`src/core/fuse_cfg.svh`:
```
// Constants of the fuse store: layout, defaults, fields, geometry.
// Assumes inclusion by bare name from the package only.
`ifndef FUSE_CFG_SVH
`define FUSE_CFG_SVH

// ****************************************************************
// Store layout (byte index inside the non-volatile store)
// ****************************************************************
`define CFG_IDX_LOCK   3'h0
`define CFG_IDX_EXT    3'h1
`define CFG_IDX_HIGH   3'h2
`define CFG_IDX_LOW    3'h3
`define CFG_IDX_CAL    3'h4
`define CFG_IDX_SIG0   3'h5
`define CFG_WALK_FUSE  3'h3
`define CFG_WALK_CAL   3'h4

// ****************************************************************
// Factory values, 1 = unprogrammed
// ****************************************************************
`define CFG_ERASED     8'hFF
`define CFG_LOCK_USED  8'h03
`define CFG_EXT_USED   8'h01
`define CFG_HIGH_DFLT  8'hDF
`define CFG_LOW_DFLT   8'h64

// ****************************************************************
// Field positions
// ****************************************************************
`define CFG_LB_LOW     0
`define CFG_LB_HIGH    1
`define CFG_HI_KEEP    6
`define CFG_HI_SERIAL  5
`define CFG_LO_SRC_H   3
`define CFG_LO_SRC_L   0
`define CFG_SRC_RC8M   4'h4

// ****************************************************************
// CPU configuration pointer values
// ****************************************************************
`define CFG_Z_LOW      16'h0000
`define CFG_Z_LOCK     16'h0001
`define CFG_Z_EXT      16'h0002
`define CFG_Z_HIGH     16'h0003

// ****************************************************************
// Page geometry
// ****************************************************************
`define CFG_PC_TOP     9
`define CFG_PC_WORD_H  3
`define CFG_EE_TOP     6
`define CFG_EE_BYTE_H  1

`endif

```
`src/core/fuse_pkg.sv`:
```
// Types of the fuse, lock and signature store.
// Assumes fuse_cfg.svh is on the include path.
package fuse_pkg;
  `include "fuse_cfg.svh"

  // Programmer command byte
  typedef enum logic [7:0] {
    CMD_ERASE     = 8'b1000_0000,
    CMD_WR_FUSE   = 8'b0100_0000,
    CMD_WR_LOCK   = 8'b0010_0000,
    CMD_WR_FLASH  = 8'b0001_0000,
    CMD_WR_EEPROM = 8'b0001_0001,
    CMD_RD_SIG    = 8'b0000_1000,
    CMD_RD_FUSE   = 8'b0000_0100,
    CMD_RD_FLASH  = 8'b0000_0010,
    CMD_RD_EEPROM = 8'b0000_0011
  } prog_cmd_t;

  // Controller states
  typedef enum logic [2:0] {
    ST_LOAD  = 3'b000,
    ST_IDLE  = 3'b001,
    ST_READ  = 3'b010,
    ST_RESP  = 3'b011,
    ST_ERASE = 3'b100
  } ctrl_state_t;
endpackage : fuse_pkg

```
`src/core/config_nv_store.sv`:
```
// Small non-volatile byte store: one write port, one registered read port.
// Assumes no reset: contents survive rst_i; init_i loads a factory image.
`timescale 1ns/1ps
`default_nettype none
module config_nv_store #(
  parameter int DEPTH = 8,
  parameter int AW    = 3,
  parameter int W     = 8
) (
  // Clock
  input  wire logic               clk_sys_i,
  // Factory image load
  input  wire logic               init_i,
  input  wire logic [DEPTH*W-1:0] init_image_i,
  // Write port
  input  wire logic               we_i,
  input  wire logic [AW-1:0]      waddr_i,
  input  wire logic [W-1:0]       wdata_i,
  // Read port
  input  wire logic [AW-1:0]      raddr_i,
  output logic      [W-1:0]       rdata_o
);
  logic [W-1:0] mem_q [DEPTH];  // Stored bytes

  // Depth must fit the address width
  if (DEPTH > (1 << AW)) begin : g_chk
    $error("config_nv_store: DEPTH exceeds address range");
  end

  // One writer per entry; the factory image wins over a port write
  for (genvar i = 0; i < DEPTH; i++) begin : g_ent
    always_ff @(posedge clk_sys_i) begin
      if (init_i) begin
        mem_q[i] <= init_image_i[i*W +: W];
      end else if (we_i && (waddr_i == AW'(i))) begin
        mem_q[i] <= wdata_i;
      end
    end
  end

  // Registered read, every cycle
  always_ff @(posedge clk_sys_i) begin
    rdata_o <= mem_q[raddr_i];
  end
endmodule : config_nv_store
`default_nettype wire

```
`src/core/fuse_lock_config_store.sv`:
```
// Lock bits, fuse bytes, signature and calibration byte of the device,
// with latching of fuse values, chip-erase sequencing and page geometry.
// Assumes the programming protocol engine and CPU run on clk_sys_i.
// Functional notes
// RULE1: two lock bits, only erase sets them
// RULE2: mode 1 applies no locking
// RULE3: mode 2 refuses programming, locks fuses
// RULE4: mode 3 also refuses verification readback
// RULE5: programmer writes fuses before lock bits
// RULE6: three fuse bytes, programmed reads zero
// RULE7: extended bit 0 gates self programming
// RULE8: high fuse byte field map
// RULE9: serial enable fuse hidden in serial mode
// RULE10: keep fuse saves EEPROM on erase
// RULE11: low fuse byte field map
// RULE12: source 0100 selects 8 MHz RC
// RULE13: chip erase leaves fuses unchanged
// RULE14: fuses latched on programming mode entry
// RULE15: keep fuse acts at once
// RULE16: fuses latched at power-up
// RULE17: signature readable even when locked
// RULE18: calibration byte in signature space
// RULE19: calibration copied to trim every reset
// RULE20: flash 64 pages of 16 words
// RULE21: EEPROM 32 pages of 4 bytes
// RULE22: CPU pointer selects lock or fuse
// RULE23: lock bits reset after flash erased
// RULE24: unused lock and extended bits read 1
`timescale 1ns/1ps
`default_nettype none
module fuse_lock_config_store
  import fuse_pkg::*;
#(
  parameter logic [7:0] SIG_BYTE0 = 8'h11,  // Arbitrary identity value
  parameter logic [7:0] SIG_BYTE1 = 8'h22,  // Arbitrary identity value
  parameter logic [7:0] SIG_BYTE2 = 8'h33,  // Arbitrary identity value
  parameter logic [7:0] CAL_DFLT  = 8'h80   // Arbitrary factory trim
) (
  // Clock and reset
  input  wire logic       clk_sys_i,
  input  wire logic       rst_i,
  // Factory image load
  input  wire logic       factory_init_i,
  // Programmer command port
  input  wire logic       prog_mode_i,
  input  wire logic       prog_serial_i,
  input  wire logic       cmd_valid_i,
  input  wire prog_cmd_t  cmd_code_i,
  input  wire logic [1:0] cmd_sel_i,
  input  wire logic [7:0] cmd_data_i,
  output logic            cmd_ready_o,
  output logic            cmd_refused_o,
  output logic            prog_rvalid_o,
  output logic [7:0]      prog_rdata_o,
  // Chip erase handshake with the memories
  output logic            flash_erase_start_o,
  input  wire logic       flash_erase_done_i,
  output logic            eeprom_erase_o,
  // CPU configuration read
  input  wire logic       cpu_rd_i,
  input  wire logic [15:0] cpu_z_i,
  output logic            cpu_rd_ready_o,
  output logic            cpu_rvalid_o,
  output logic [7:0]      cpu_rdata_o,
  // Live and latched configuration
  output logic            core_hold_o,
  output logic [1:0]      protection_mode_o,
  output logic            flash_write_allow_o,
  output logic            mem_verify_allow_o,
  output logic [7:0]      fuse_extended_o,
  output logic [7:0]      fuse_high_o,
  output logic [7:0]      fuse_low_o,
  output logic            eeprom_keep_on_erase_o,
  output logic            internal_rc_8mhz_o,
  output logic [7:0]      oscillator_trim_register_o,
  // Page geometry
  input  wire logic [9:0] flash_pc_i,
  input  wire logic [6:0] eeprom_addr_i,
  output logic [3:0]      word_in_page_index_o,
  output logic [5:0]      flash_page_index_o,
  output logic [1:0]      eeprom_byte_index_o,
  output logic [4:0]      eeprom_page_index_o
);
  import fuse_pkg::*;

  // ****************************************************************
  // Declarations
  // ****************************************************************
  ctrl_state_t state_q;          // Controller state
  logic [2:0]  walk_q;           // Next store index to load
  logic        walk_cal_q;       // Walk also loads calibration
  logic        cap_v_q;          // Store read data is a walk byte
  logic [2:0]  cap_idx_q;        // Index of that byte
  logic        relatch_q;        // Mode edge waits for a walk
  logic        mode_q;           // Programming mode, last cycle
  logic [7:0]  lock_q;           // Live lock byte
  logic [7:0]  high_live_q;      // Live high fuse byte
  logic [7:0]  ext_lat_q;        // Latched fuse bytes
  logic [7:0]  high_lat_q;
  logic [7:0]  low_lat_q;
  logic [7:0]  trim_q;           // Oscillator trim
  logic        rd_cpu_q;         // Pending read belongs to the CPU
  logic        rd_fuse_q;        // Pending read is a fuse or lock byte
  logic [2:0]  rd_idx_q;         // Pending read index
  logic        rd_none_q;        // CPU pointer hit no byte
  logic        erase_go_q;       // First erase cycle
  logic [7:0]  store_rdata;      // Store read data
  logic [2:0]  raddr;            // Store read address
  logic        we;               // Store write
  logic [2:0]  waddr;
  logic [7:0]  wdata;
  logic        take_cmd;         // Command taken this cycle
  logic        take_cpu;         // CPU read taken this cycle
  logic        mode_edge;        // Programming mode entry or exit
  logic        fuse_locked;      // Lower lock bit programmed
  logic        verify_locked;    // Both lock bits programmed
  logic [2:0]  cmd_idx;          // Byte addressed by the command
  logic [2:0]  cpu_idx;          // Byte addressed by the pointer
  logic        cpu_hit;          // Pointer names a byte
  logic [7:0]  rd_masked;        // Read data after masking
  logic [63:0] factory_image;    // Initial store contents

  // Each byte keeps its factory value; index order follows the layout
  assign factory_image = {SIG_BYTE2, SIG_BYTE1, SIG_BYTE0, CAL_DFLT,
                          `CFG_LOW_DFLT, `CFG_HIGH_DFLT, `CFG_ERASED,
                          `CFG_ERASED};

  // ****************************************************************
  // Store
  // ****************************************************************
  config_nv_store #(.DEPTH(8), .AW(3), .W(8)) u_store (
    .clk_sys_i    (clk_sys_i),
    .init_i       (factory_init_i),
    .init_image_i (factory_image),
    .we_i         (we),
    .waddr_i      (waddr),
    .wdata_i      (wdata),
    .raddr_i      (raddr),
    .rdata_o      (store_rdata)
  );

  // ****************************************************************
  // Decode
  // ****************************************************************
  // RULE3: lower lock bit locks fuses
  assign fuse_locked   = !lock_q[`CFG_LB_LOW];
  // RULE4: both bits block readback
  assign verify_locked = !lock_q[`CFG_LB_LOW] && !lock_q[`CFG_LB_HIGH];
  assign cmd_ready_o    = (state_q == ST_IDLE) && !rst_i && !mode_edge && !relatch_q;
  assign cpu_rd_ready_o = cmd_ready_o && !cmd_valid_i;
  assign take_cmd       = cmd_valid_i && cmd_ready_o;
  assign take_cpu       = cpu_rd_i && cpu_rd_ready_o;
  assign core_hold_o = (state_q == ST_LOAD) || rst_i;
  assign mode_edge   = prog_mode_i != mode_q;

  // Selector: fuse commands 0 low 1 lock 2 ext 3 high, signature 0..2 and cal
  always_comb begin
    cmd_idx = `CFG_IDX_LOW;
    if (cmd_code_i == CMD_RD_SIG) begin
      cmd_idx = (cmd_sel_i == 2'h3) ? `CFG_IDX_CAL : `CFG_IDX_SIG0 + 3'(cmd_sel_i);
    end else begin
      case (cmd_sel_i)
        2'h1:    cmd_idx = `CFG_IDX_LOCK;
        2'h2:    cmd_idx = `CFG_IDX_EXT;
        2'h3:    cmd_idx = `CFG_IDX_HIGH;
        default: cmd_idx = `CFG_IDX_LOW;
      endcase
    end
  end

  // RULE22: pointer to configuration byte
  always_comb begin
    cpu_hit = 1'b1;
    case (cpu_z_i)
      `CFG_Z_LOW:  cpu_idx = `CFG_IDX_LOW;
      `CFG_Z_LOCK: cpu_idx = `CFG_IDX_LOCK;
      `CFG_Z_EXT:  cpu_idx = `CFG_IDX_EXT;
      `CFG_Z_HIGH: cpu_idx = `CFG_IDX_HIGH;
      default: begin
        cpu_idx = `CFG_IDX_LOW;
        cpu_hit = 1'b0;
      end
    endcase
  end

  // Store read address: walk, then new requests
  always_comb begin
    if (state_q == ST_LOAD) begin
      raddr = walk_q;
    end else if (take_cmd) begin
      raddr = cmd_idx;
    end else if (take_cpu) begin
      raddr = cpu_idx;
    end else begin
      raddr = rd_idx_q;
    end
  end

  // ****************************************************************
  // Store writes
  // ****************************************************************
  // Lock commands only ever clear bits that the mask allows; fuse writes can set bits too
  always_comb begin
    we    = 1'b0;
    waddr = cmd_idx;
    wdata = cmd_data_i;
    if (state_q == ST_ERASE && !erase_go_q && flash_erase_done_i) begin
      // RULE23: lock reset after flash erase
      we    = 1'b1;
      waddr = `CFG_IDX_LOCK;
      wdata = `CFG_ERASED;
    end else if (take_cmd && cmd_code_i == CMD_WR_LOCK) begin
      // RULE1: lock bits only program to 0
      we    = 1'b1;
      waddr = `CFG_IDX_LOCK;
      // RULE24: unused lock bits stay 1
      wdata = (lock_q & cmd_data_i) | ~`CFG_LOCK_USED;
    end else if (take_cmd && cmd_code_i == CMD_WR_FUSE && !fuse_locked
                 && cmd_sel_i != 2'h1) begin
      we = 1'b1;
      if (cmd_sel_i == 2'h2) begin
        // RULE24: unused extended bits stay 1
        wdata = cmd_data_i | ~`CFG_EXT_USED;
      end else if (cmd_sel_i == 2'h3 && prog_serial_i) begin
        // RULE9: serial enable kept in serial mode
        wdata[`CFG_HI_SERIAL] = high_live_q[`CFG_HI_SERIAL];
      end
    end
  end

  // ****************************************************************
  // Controller
  // ****************************************************************
  // Walks run at reset release and on every programming mode edge
  always_ff @(posedge clk_sys_i) begin
    if (rst_i) begin
      state_q    <= ST_LOAD;
      walk_q     <= `CFG_IDX_LOCK;
      walk_cal_q <= 1'b1;
      erase_go_q <= 1'b0;
    end else begin
      erase_go_q <= 1'b0;
      case (state_q)
        // RULE16: latch at power-up
        ST_LOAD: begin
          walk_q <= walk_q + 3'h1;
          if (walk_q == (walk_cal_q ? `CFG_WALK_CAL : `CFG_WALK_FUSE)) begin
            state_q <= ST_IDLE;
          end
        end
        ST_IDLE: begin
          if (relatch_q || mode_edge) begin
            // RULE14: relatch on mode entry and exit
            state_q    <= ST_LOAD;
            walk_q     <= `CFG_IDX_LOCK;
            walk_cal_q <= 1'b0;
          end else if (take_cmd && cmd_code_i == CMD_ERASE) begin
            state_q    <= ST_ERASE;
            erase_go_q <= 1'b1;
          end else if (take_cpu || (take_cmd && (cmd_code_i == CMD_RD_SIG
                                    || cmd_code_i == CMD_RD_FUSE))) begin
            state_q <= ST_READ;
          end
        end
        ST_READ:  state_q <= ST_RESP;
        ST_RESP:  state_q <= ST_IDLE;
        ST_ERASE: begin
          if (!erase_go_q && flash_erase_done_i) begin
            state_q <= ST_IDLE;
          end
        end
        default:  state_q <= ST_IDLE;
      endcase
    end
  end

  // Mode edge seen while busy is kept; in ST_IDLE the flag clears and an edge there starts its walk directly
  always_ff @(posedge clk_sys_i) begin
    if (rst_i) begin
      mode_q    <= 1'b0;
      relatch_q <= 1'b0;
    end else begin
      mode_q <= prog_mode_i;
      if (mode_edge && state_q != ST_IDLE) begin
        relatch_q <= 1'b1;
      end else if (state_q == ST_IDLE) begin
        relatch_q <= 1'b0;
      end
    end
  end

  // Walk capture marks the byte the store returns next cycle
  always_ff @(posedge clk_sys_i) begin
    if (rst_i) begin
      cap_v_q   <= 1'b0;
      cap_idx_q <= `CFG_IDX_LOCK;
    end else begin
      cap_v_q   <= state_q == ST_LOAD;
      cap_idx_q <= walk_q;
    end
  end

  // ****************************************************************
  // Live and latched configuration
  // ****************************************************************
  // Live copies follow store writes except in the cycle after a walk, when capture wins; latched ones change only on walks
  always_ff @(posedge clk_sys_i) begin
    if (rst_i) begin
      lock_q      <= `CFG_ERASED;
      high_live_q <= `CFG_HIGH_DFLT;
    end else if (cap_v_q) begin
      if (cap_idx_q == `CFG_IDX_LOCK) lock_q <= store_rdata;
      if (cap_idx_q == `CFG_IDX_HIGH) high_live_q <= store_rdata;
    end else if (we) begin
      if (waddr == `CFG_IDX_LOCK) lock_q <= wdata;
      // RULE15: keep fuse takes effect at once
      if (waddr == `CFG_IDX_HIGH) high_live_q <= wdata;
    end
  end

  // RULE6: latched bytes, 0 means programmed
  always_ff @(posedge clk_sys_i) begin
    if (rst_i) begin
      ext_lat_q  <= `CFG_ERASED;
      high_lat_q <= `CFG_HIGH_DFLT;
      low_lat_q  <= `CFG_LOW_DFLT;
    end else if (cap_v_q) begin
      if (cap_idx_q == `CFG_IDX_EXT)  ext_lat_q  <= store_rdata;
      if (cap_idx_q == `CFG_IDX_HIGH) high_lat_q <= store_rdata;
      if (cap_idx_q == `CFG_IDX_LOW)  low_lat_q  <= store_rdata;
    end
  end

  // RULE19: calibration to trim on reset
  always_ff @(posedge clk_sys_i) begin
    if (rst_i) begin
      trim_q <= CAL_DFLT;
    end else if (cap_v_q && cap_idx_q == `CFG_IDX_CAL) begin
      // RULE18: calibration byte in store
      trim_q <= store_rdata;
    end
  end

  // ****************************************************************
  // Reads
  // ****************************************************************
  always_ff @(posedge clk_sys_i) begin
    if (rst_i) begin
      rd_cpu_q  <= 1'b0;
      rd_fuse_q <= 1'b0;
      rd_idx_q  <= `CFG_IDX_LOW;
      rd_none_q <= 1'b0;
    end else if (take_cmd) begin
      rd_cpu_q  <= 1'b0;
      rd_fuse_q <= cmd_code_i == CMD_RD_FUSE;
      rd_idx_q  <= cmd_idx;
      rd_none_q <= 1'b0;
    end else if (take_cpu) begin
      rd_cpu_q  <= 1'b1;
      rd_fuse_q <= 1'b1;
      rd_idx_q  <= cpu_idx;
      rd_none_q <= !cpu_hit;
    end
  end

  // Read mask: hidden serial enable and empty pointer read as 1
  always_comb begin
    rd_masked = store_rdata;
    // RULE24: unused bits read 1
    if (rd_fuse_q && rd_idx_q == `CFG_IDX_LOCK) rd_masked = store_rdata | ~`CFG_LOCK_USED;
    if (rd_fuse_q && rd_idx_q == `CFG_IDX_EXT)  rd_masked = store_rdata | ~`CFG_EXT_USED;
    // RULE9: serial enable hidden in serial mode
    if (!rd_cpu_q && rd_fuse_q && prog_serial_i && rd_idx_q == `CFG_IDX_HIGH) begin
      rd_masked[`CFG_HI_SERIAL] = 1'b1;
    end
    if (rd_none_q) rd_masked = `CFG_ERASED;
  end

  // RULE17: signature reads ignore lock bits
  always_ff @(posedge clk_sys_i) begin
    if (rst_i) begin
      prog_rvalid_o <= 1'b0;
      prog_rdata_o  <= 8'h00;
      cpu_rvalid_o  <= 1'b0;
      cpu_rdata_o   <= 8'h00;
    end else begin
      prog_rvalid_o <= (state_q == ST_READ) && !rd_cpu_q;
      cpu_rvalid_o  <= (state_q == ST_READ) && rd_cpu_q;
      if (state_q == ST_READ && !rd_cpu_q) prog_rdata_o <= rd_masked;
      if (state_q == ST_READ && rd_cpu_q)  cpu_rdata_o  <= rd_masked;
    end
  end

  // ****************************************************************
  // Refusal and erase pulses
  // ****************************************************************
  always_ff @(posedge clk_sys_i) begin
    if (rst_i) begin
      cmd_refused_o       <= 1'b0;
      flash_erase_start_o <= 1'b0;
      eeprom_erase_o      <= 1'b0;
    end else begin
      cmd_refused_o <= 1'b0;
      if (take_cmd) begin
        case (cmd_code_i)
          // RULE3: fuse writes refused when locked
          CMD_WR_FUSE:   cmd_refused_o <= fuse_locked || cmd_sel_i == 2'h1;
          CMD_WR_FLASH,
          CMD_WR_EEPROM: cmd_refused_o <= fuse_locked;
          // RULE4: readback refused in mode 3
          CMD_RD_FLASH,
          CMD_RD_EEPROM: cmd_refused_o <= verify_locked;
          default:       cmd_refused_o <= 1'b0;
        endcase
      end
      // RULE13: erase never writes fuses
      flash_erase_start_o <= take_cmd && cmd_code_i == CMD_ERASE;
      // RULE10: EEPROM erased unless keep programmed
      eeprom_erase_o <= take_cmd && cmd_code_i == CMD_ERASE
                        && high_live_q[`CFG_HI_KEEP];
    end
  end

  // ****************************************************************
  // Configuration outputs and geometry
  // ****************************************************************
  always_ff @(posedge clk_sys_i) begin
    if (rst_i) begin
      protection_mode_o      <= 2'h1;
      flash_write_allow_o    <= 1'b1;
      mem_verify_allow_o     <= 1'b1;
      eeprom_keep_on_erase_o <= 1'b0;
      internal_rc_8mhz_o     <= 1'b1;
    end else begin
      // RULE2: mode 1 unlocked
      protection_mode_o   <= verify_locked ? 2'h3 : (fuse_locked ? 2'h2 : 2'h1);
      flash_write_allow_o <= !fuse_locked;
      mem_verify_allow_o  <= !verify_locked;
      eeprom_keep_on_erase_o <= !high_live_q[`CFG_HI_KEEP];
      // RULE12: 0100 selects internal RC
      internal_rc_8mhz_o <= low_lat_q[`CFG_LO_SRC_H:`CFG_LO_SRC_L] == `CFG_SRC_RC8M;
    end
  end

  // RULE7: extended bit 0 gates self programming
  // RULE8: high byte fields from latched copy
  // RULE11: low byte fields from latched copy
  assign fuse_extended_o            = ext_lat_q;
  assign fuse_high_o                = high_lat_q;
  assign fuse_low_o                 = low_lat_q;
  assign oscillator_trim_register_o = trim_q;

  // Geometry splits are registered, one cycle behind their inputs
  always_ff @(posedge clk_sys_i) begin
    if (rst_i) begin
      word_in_page_index_o <= 4'h0;
      flash_page_index_o   <= 6'h00;
      eeprom_byte_index_o  <= 2'h0;
      eeprom_page_index_o  <= 5'h00;
    end else begin
      // RULE20: flash word and page split
      word_in_page_index_o <= flash_pc_i[`CFG_PC_WORD_H:0];
      flash_page_index_o   <= flash_pc_i[`CFG_PC_TOP:`CFG_PC_WORD_H+1];
      // RULE21: EEPROM byte and page split
      eeprom_byte_index_o  <= eeprom_addr_i[`CFG_EE_BYTE_H:0];
      eeprom_page_index_o  <= eeprom_addr_i[`CFG_EE_TOP:`CFG_EE_BYTE_H+1];
    end
  end
endmodule : fuse_lock_config_store
`default_nettype wire

```
`config.mk`:
```
export PLATFORM = sky130hd
export DESIGN_NAME = fuse_lock_config_store
export DESIGN_NICKNAME = d
export VERILOG_FILES = /design/src/core/fuse_pkg.sv /design/src/core/config_nv_store.sv /design/src/core/fuse_lock_config_store.sv
export VERILOG_INCLUDE_DIRS = /design/src /design/src/core
export SDC_FILE = /design/constraint.sdc
export NUM_CORES = 1
export LEC_CHECK = 0
export BUFFER_PORTS_ARGS = -buffer_cell sky130_fd_sc_hd__buf_2
export CAP_MARGIN = 20
export CORE_MARGIN = 2
export CORE_UTILIZATION = 25
export DETAILED_ROUTE_END_ITERATION = 7
export PLACE_DENSITY = 0.43
export RECOVER_POWER = 25
export REMOVE_ABC_BUFFERS = 1
export SLEW_MARGIN = 25
export SYNTH_ARGS = -nofsm -noshare
export SYNTH_HDL_FRONTEND = slang
export SYNTH_HIERARCHICAL = 1
export SYNTH_SLANG_ARGS = --single-unit
```
`constraint.sdc`:
```
create_clock -name clk_sys_i -period 3.1 [get_ports clk_sys_i]
set_input_delay 0.155 -clock clk_sys_i [delete_from_list [all_inputs] [get_ports clk_sys_i]]
set_output_delay 0.155 -clock clk_sys_i [all_outputs]
set_load 0.03 [all_outputs]
```
==> metrics.txt, run 1 <==
Mapped Cells=666; clk sinks=172; Max-Cap Viols=0; Power Density=566 nW/µm²; Remaining DRCs=0; final worst slack=116 ps; num ports=approximately 140; GRT met3 Usage=0.0293; first-pass GRT wire length=33.7 mm; register area share after synthesis=0.532; Netlist cell types=70; Place WS=74.7 ps; Synth top area share=0.281; Max-slew headroom=0.0623; CTS tree=yes; pin count of the biggest net entering global routing=67; met1 Use GR=0.176; setup_tns=0 ps; dpl cells=between 1000 and 1500; share of power burned in registers=0.475; vias per inst=4.39; Post-Layout Cell Count=1315; Crit Reg-Reg Startpoint=state_q[2]; Net Switching=0.00151 W; worst hold path class=in2reg; post-place instance area=9240 µm²; YS warnings=6; Final Skew=11.0 ps; VDD IR max=0.292 mV; f_max=around 0.34 GHz; Synth Flop Type=dfxtp_1; crit path kind=reg2reg; # setup viols final=0; synth cell count leaders=108 x dfxtp_1, 64 x edfxtp_1, 64 x mux2_2, 64 x nand2_1, 52 x nor2_1; Die Y=179 µm; Startpoint Class=flop; Post-synth EDFFs=64; Placer Congestion=0.771; Logic pwr share=0.127; Clock transition at path regs=60 ps; die width=179 µm; Worst Tran Pin Value=about 1400 ps; Switching Share=0.267; R2R setup slack=~120 ps; total track usage=0.139; crit path max fanout=16; grt ovf=0; Cell Area, Synth=7680 µm²; share of cells above drive strength 1=0.289; Wirelength per Cell=16.6 µm; PortBufs=137; ant diodes=0; post-CTS setup buffer count=0; Detailed Place HPWL=16.3 mm; Nets=a little under 1000; worst hold start=cmd_code_i[7]; result of the run=finished clean; post-synthesis average cell area=11.5 µm²; CTS root buf=clkbuf_16; Final Hold Vio Count=0; Clock Latency Late Sink=~440 ps; RR Endpoint=u_store/rdata_o[7]; GR peak layer=met2; Final Routed Wirelength=about 22 mm; H-tree depth=4; leading area contributor after synthesis=dfxtp_1; Slew Viols, Final=0; most frequent cell after synthesis=dfxtp_1; proportion of power drawn by the clock network=0.399; TritonRoute pass-1 iters=4; Initial Util=0.253; Power Internal=0.00413 W; Final ANT Viol Nets=0; CP required=3420 ps; crit path DAT=3310 ps; fin crit period=slightly below 3000 ps; worst hold slack=43.1 ps; flops & latches, synth=approximately 170; Total Die Area=32200 µm²; met2 usage=0.239; Area contributors post-synth=dfxtp_1 28%, edfxtp_1 25%, mux2_2 9.4%; worst hold path stage count=3; FFs w/ async S/R, synth=0; fin area=9950 µm²; DR iter-0 viols=265; number of global-route vias before repair=roughly 5600; row count=64; maximum clock path buffer count=2; P&R area growth vs syn=29.5%; period utilisation layout=0.963; R2R depth=9; Worst Hold End=flash_erase_start_o; RSZ-0062 raised after global routing=false; initial antenna violation count=0; Num CTS Buffers=17; Crit. End Element=flop; via count=5771; core area=~30000 µm²; Pleak=approximately 3.9 nW; Worst Setup SP=state_q[2]
-- worst max-delay path: stages (launching register included) --
cell     delay, ps
dfxtp_1        310
or4b_4         560
or3_4          370
inv_2          100
o21ai_2         80
a221o_1        370
o21a_1         210
buf_12         170
mux4_2         430
mux2_2         270
-- final cells by class --
| class | instances | area (µm²) |
|---|---|---|
| clock buffer | 17 | 425 |
| clock inverter | 15 | 184 |
| fill | 3109 | 20500 |
| inverter | 8 | 30.0 |
| multi-input combinational | 514 | 3650 |
| sequential | 172 | 4080 |
| tap | 396 | 495 |
| timing repair buffer | 193 | 1090 |
-- registers in the layout, summed over array words and instances, names as in the netlist, 2 cells and up --
signal and cells:
u_store/mem_q 64, cpu_rdata_o 8, fuse_extended_o 8, fuse_high_o 8
fuse_low_o 8, oscillator_trim_register_o 8, prog_rdata_o 8, u_store/rdata_o 8
flash_page_index_o 6, eeprom_page_index_o 5, word_in_page_index_o 4, cap_idx_q 3
rd_idx_q 3, state_q 3, walk_q 3, eeprom_byte_index_o 2
high_live_q 2, lock_q 2, protection_mode_o 2
-- cell usage in the layout (no fill, tap or decap), types with 5 or more instances in the layout --
cell,instances
nand2_1,63
nand2b_1,12
buf_4,34
nor4_1,12
a21oi_1,25
dlygate4sd3_1,18
conb_1,64
edfxtp_1,64
nand3_1,12
and3_1,5
nor3_1,9
nor2_1,52
and2_1,6
mux4_2,16
clkbuf_1,54
inv_1,7
mux2_4,8
buf_2,85
ha_1,5
mux2_2,64
a211oi_1,20
clkbuf_16,17
dfxtp_1,108
or3_1,13
mux2i_1,17
nor2b_1,29
-- power groups by stage --
stage / registers, W / clock network (W) / logic [W]
after detailed placement: 0.00273 / 0 / 0.000707
final: 0.00267 / 0.00225 / 0.000714
after floorplan: 0.00269 / 0 / 0.000420
after global placement: 0.00273 / 0 / 0.000701
after global routing: 0.00270 / 0.00240 / 0.000788
after CTS: 0.00268 / 0.00231 / 0.000729
-- layer usage --
metal | wire, µm | vias to the layer above
met5 | 0 | -
met4 | 265 | 0
li1 | - | 2865
met1 | 10100 | 2761
met2 | 10500 | 127
met3 | 1020 | 18
-- through the flow --
step                power (W)  utilization
floorplan             0.00311            -
global placement      0.00343        0.303
detailed placement    0.00344        0.303
CTS                   0.00572        0.329
global route          0.00588        0.327
finish                0.00563        0.327
-- timing repair --
action | 4_1_cts | 5_1_grt
hold endpoints to repair | 18 | 0
hold buffers | 18 | 0
gates resized for setup | 0 | 2
setup endpoints to repair | 0 | 15
-- how the worst max path moves through the flow --
stage / endpoint / slack (ps) / cells after the start
6_report: u_store/rdata_o[7] / 120 / 9
5_1_grt: u_store/rdata_o[5] / 20 / 9
4_1_cts: u_store/mem_q[0][5] / 80 / 7
3_5_place_dp: u_store/mem_q[0][5] / 70 / 7
3_3_place_gp: u_store/mem_q[1][0] / 130 / 8
2_1_floorplan: u_store/rdata_o[0] / -580 / 7
-- cell families after synthesis --
family,share of synthesized area
AOI/OAI and AO/OA,0.0759
and+or+nand+nor,0.175
DFF,0.532
muxes,0.178
other,0.000977
xor gates and xnor gates,0.00570
adders and majority gates,0.00814
buffers and inverters,0.0248
Power figures use the tool's default switching activity.
==> run 2, diff against run 1 <==
PLACE_DENSITY = 0.56   (was 0.43)
SLEW_MARGIN = 15   (was 25)
==> metrics.txt, run 2 (synthesized netlist as in run 1, its figures left out) <==
Final Routed Wirelength=20.8 mm (was 21.9 mm); result of the run=finished clean (unchanged); via count=5758 (was 5771); Power Density=563 nW/µm² (was 566 nW/µm²); Critical Path, Cell by Cell=or4b_4 > or3_4 > inv_2 > o21ai_2 > a221o_1 > o21a_1 > buf_12 > mux4_2 > mux2_2 (unchanged); period utilisation layout=0.965 (was 0.963); slowest stage delay, CP=560 ps (about the same); H-tree depth=4 (unchanged); Slew Viols, Final=0 (unchanged); Num CTS Buffers=17 (unchanged); critical path's top delay family=simple AND/OR/NAND/NOR gates (unchanged); PortBufs=137 (unchanged); Worst Tran Pin Value=1460 ps (was 1410 ps); Die Y=179 µm (unchanged); clk sinks=172 (unchanged); WL met3=1.06 mm (was 1.02 mm); Clock Latency Late Sink=440 ps (about the same); pin count of the biggest net entering global routing=68 (was 67); P&R area growth vs syn=28.5% (was 29.5%); CTS root buf=clkbuf_16 (unchanged); max FFs per register=64 (unchanged); post-CTS setup buffer count=0 (unchanged); Final Hold Vio Count=0 (unchanged); setup_tns=0 ps (unchanged); core area=30400 µm² (unchanged); crit path kind=reg2reg (unchanged); DR iter-0 viols=347 (was 265); Post-Layout Cell Count=1306 (was 1315); first-pass GRT wire length=32.4 mm (was 33.7 mm); worst hold path class=in2reg (unchanged); Final ANT Viol Nets=0 (unchanged); Clock transition at path regs=70 ps (was 60 ps); Remaining DRCs=0 (unchanged); row count=64 (unchanged); Net Switching=0.00156 W (was 0.00151 W); maximum clock path buffer count=2 (unchanged); # setup viols final=0 (unchanged); proportion of power drawn by the clock network=0.391 (was 0.399); Startpoint Class=flop (unchanged); ant diodes=0 (unchanged); f_max=0.334 GHz (was 0.335 GHz); Nets=961 (was 970); Switching Share=0.282 (was 0.267); grt ovf=0 (unchanged); Place WS=134 ps (was 74.7 ps); Buf/Inv on CP=2 (unchanged); Slowest-stage cell, CP=or4b_4 (unchanged); Initial Util=0.253 (unchanged); TritonRoute pass-1 iters=4 (unchanged); fin crit period=2990 ps (was 2980 ps); VDD IR max=0.295 mV (was 0.292 mV); M1 WL=9.12 mm (was 10.1 mm); Placer Congestion=0.790 (was 0.771); Pleak=3.82 nW (was 3.88 nW); most frequent cells in the layout=108 x dfxtp_1, 84 x buf_2 (was 108 x dfxtp_1, 85 x buf_2, 64 x mux2_2, 64 x conb_1, 64 x edfxtp_1); initial antenna violation count=1 (was 0); Biggest register=u_store/mem_q (unchanged); dpl cells=1256 (was 1265); Detailed Place HPWL=15.5 mm (was 16.3 mm); met2 WL=10.4 mm (was 10.5 mm); total track usage=0.133 (was 0.139); Highest Signal Layer=met5 (was met4); Total Die Area=32200 µm² (unchanged); number of global-route vias before repair=5737 (was 5643); Max-Cap Viols=0 (unchanged); final worst slack=108 ps (was 116 ps); Register Area=4080 µm² (unchanged); share of cells above drive strength 1=0.284 (was 0.289); Logic pwr share=0.127 (about the same); vias per inst=4.41 (was 4.39); Final Skew=10.3 ps (was 11.0 ps); most common cell after layout, fill and taps aside=dfxtp_1 (unchanged); crit path DAT=3320 ps (was 3310 ps); share of power burned in registers=0.482 (was 0.475); CP required=3430 ps (was 3420 ps); Crit. End Element=flop (unchanged); CTS tree=yes (unchanged); Wirelength per Cell=15.9 µm (was 16.6 µm); area taken by multi-input logic gates=3650 µm² (about the same); Max-slew headroom=0.0240 (was 0.0623); num ports=138 (unchanged); RSZ-0062 raised after global routing=false (unchanged); die width=179 µm (unchanged); Power Internal=0.00399 W (was 0.00413 W); fill count=3171 (was 3109); crit path max fanout=16 (unchanged)
[run 2: worst paths after layout]
kind	startpoint	endpoint	slack, ps	cells after the start
hold reg to reg	fuse_low_o[4]	fuse_low_o[4]	460	2
setup / recovery	state_q[2]	u_store/rdata_o[3]	110	9
setup reg to reg	state_q[2]	u_store/rdata_o[3]	110	9
hold / removal	cmd_code_i[7]	flash_erase_start_o	40	3
[run 2: stage by stage]
| stage | cell area (µm²) | hold slack, ps | power, W | util |
|---|---|---|---|---|
| finish | 9870 | 35.8 | 0.00556 | 0.324 |
| detailed placement | 9170 | 369 | 0.00343 | 0.301 |
| floorplan | 7760 | 222 | 0.00311 | - |
| global route | 9870 | 44.0 | 0.00577 | 0.324 |
| global placement | 9170 | 361 | 0.00341 | 0.301 |
| CTS | 9940 | 17.8 | 0.00561 | 0.327 |
[run 2: metal layers]
metal  vias up  global-route usage
li1       2848                   -
met3        19              0.0299
met2       136               0.234
met1      2753               0.162
met4         2              0.0373
met5         -                   0
[run 2: final cells by class]
cell class              count  share of cell area
inverters                   8             0.00304
clock inverters            15              0.0165
multi-input cells         514               0.370
clock buffers              17              0.0431
flip-flops and latches    172               0.414
repair buffers            184               0.104
well taps                 396              0.0502
[run 2: repair_timing]
item,4_1_cts,5_1_grt
hold buffers,18,0
resized for setup,0,1
endpoints found under the setup margin,0,17
hold endpoints to repair,18,0
[run 2: power groups by stage]
stage               sequential [W]  clock, W  combinational [W]
floorplan                  0.00269         0           0.000420
global placement           0.00273         0           0.000681
detailed placement         0.00273         0           0.000694
CTS                        0.00268   0.00221           0.000714
global route               0.00270   0.00230           0.000777
finish                     0.00268   0.00217           0.000706
[run 2: worst reg2reg max path: stages (launching register included)]
cell     delay (ps)
dfxtp_1         320
or4b_4          560
or3_4           380
inv_2            90
o21ai_2          70
a221o_1         370
o21a_1          210
buf_12          170
mux4_2          450
mux2_2          270
==> run 3, diff against run 2 <==
MAX_ROUTING_LAYER = met4   (was not set)
==> metrics.txt, run 3 (synthesized netlist as in run 1, its figures left out) <==
crit path max fanout=16 (unchanged); number of global-route vias before repair=5726 (was 5737); Max-Cap Viols=0 (unchanged); maximum clock path buffer count=2 (unchanged); Slew Viols, Final=0 (unchanged); Final Hold Vio Count=0 (unchanged); Final ANT Viol Nets=0 (unchanged); initial antenna violation count=1 (unchanged); max FFs per register=64 (unchanged); post-CTS setup buffer count=0 (unchanged); most common cell after layout, fill and taps aside=dfxtp_1 (unchanged); Detailed Place HPWL=15.5 mm (unchanged); Post-Layout Cell Count=1307 (was 1306); Num CTS Buffers=17 (unchanged); CP required=3430 ps (about the same); Crit. End Element=flop (unchanged); Startpoint Class=flop (unchanged); period utilisation layout=0.962 (was 0.965); TritonRoute pass-1 iters=4 (unchanged); grt ovf=0 (unchanged); Clock Latency Late Sink=440 ps (about the same); Remaining DRCs=0 (unchanged); worst hold slack=38.6 ps (was 35.8 ps); post-place instance area=9170 µm² (unchanged); die width=179 µm (unchanged); f_max=0.335 GHz (was 0.334 GHz); pin count of the biggest net entering global routing=68 (unchanged); Final Routed Wirelength=20.9 mm (was 20.8 mm); H-tree depth=4 (unchanged); PortBufs=137 (unchanged); clk sinks=172 (unchanged); R2R setup slack=120 ps (was 110 ps); Initial Util=0.253 (unchanged); worst hold path class=in2reg (unchanged); Biggest register=u_store/mem_q (unchanged); P&R area growth vs syn=28.5% (about the same); fill count=3170 (was 3171); crit path kind=reg2reg (unchanged); setup_tns=0 ps (unchanged); via count=5764 (was 5758); CTS tree=yes (unchanged); Max-slew headroom=0.0309 (was 0.0240); # setup viols final=0 (unchanged); vias per inst=4.41 (about the same); Final Skew=9.69 ps (was 10.3 ps); Clock transition at path regs=70 ps (about the same); DR iter-0 viols=289 (was 347); Nets=961 (unchanged); crit path DAT=3310 ps (was 3320 ps); dpl cells=1256 (unchanged); Pleak=3.82 nW (unchanged); Total Die Area=32200 µm² (unchanged); VDD IR max=0.295 mV (about the same); Finished Core Util=0.325 (was 0.324); Worst Tran Pin Value=1450 ps (was 1460 ps); RSZ-0062 raised after global routing=false (unchanged); first-pass GRT wire length=32.4 mm (about the same); fin crit period=2980 ps (was 2990 ps); CTS root buf=clkbuf_16 (unchanged); Die Y=179 µm (unchanged); total track usage=0.137 (was 0.133); Placer Congestion=0.805 (was 0.790); core area=30400 µm² (unchanged); result of the run=finished clean (unchanged); fin area=9880 µm² (was 9870 µm²); Power Density=562 nW/µm² (was 563 nW/µm²); row count=64 (unchanged); most frequent cells in the layout=108 x dfxtp_1, 84 x buf_2 (unchanged); Wirelength per Cell=16.0 µm (was 15.9 µm); num ports=138 (unchanged); share of cells above drive strength 1=0.284 (unchanged)
run 3: worst max-delay path, stage by stage, from the launching register on:
cell     delay (ps)
dfxtp_1         320
or4b_4          550
or3_4           380
inv_2           100
o21ai_2          70
a221o_1         370
o21a_1          210
buf_12          170
mux4_2          430
mux2_2          270
run 3: through the flow:
stage / setup WS [ps] / power (W)
5_1_grt: 21.7 / 0.00577
3_3_place_gp: 180 / 0.00341
6_report: 119 / 0.00555
2_1_floorplan: -579 / 0.00311
3_5_place_dp: 134 / 0.00343
4_1_cts: 107 / 0.00561
run 3: final timing paths:
check,from,endpoint,cells after the start
min reg2reg,fuse_low_o[4],fuse_low_o[4],2
max reg2reg,state_q[1],u_store/rdata_o[3],9
min,cmd_code_i[7],flash_erase_start_o,3
max,state_q[1],u_store/rdata_o[3],9
run 3: cell type report:
type	count	area, µm²	area share
sequential	172	4080	0.414
multi-input combinational	514	3650	0.369
timing repair buffer	184	1030	0.104
tap	396	495	0.0502
clock buffer	17	425	0.0431
clock inverter	15	163	0.0165
inverter	8	30.0	0.00304
antenna	1	2.50	0.000253
run 3: layer usage:
layer  share of wire  up-vias  wire length, µm  track usage
met2            0.50      140            10500        0.235
met5               0        -                0            -
li1                -     2849                -            -
met4           0.010        0              216       0.0373
met1            0.43     2758             9000        0.162
met3           0.059       17             1220       0.0299
run 3: power breakdown:
group | total [W] | leakage (nW) | internal, W | switching [W]
Clock | 0.00216 | 0.287 | 0.00115 | 0.00101
Sequential | 0.00268 | 1.51 | 0.00251 | 0.000177
Combinational | 0.000706 | 2.03 | 0.000337 | 0.000370
run 3: what timing repair did:
action                     4_1_cts  5_1_grt
hold buffers                    18        0
hold endpoints to repair        18        0
gates resized for setup          0        1
setup endpoints to repair        0       17
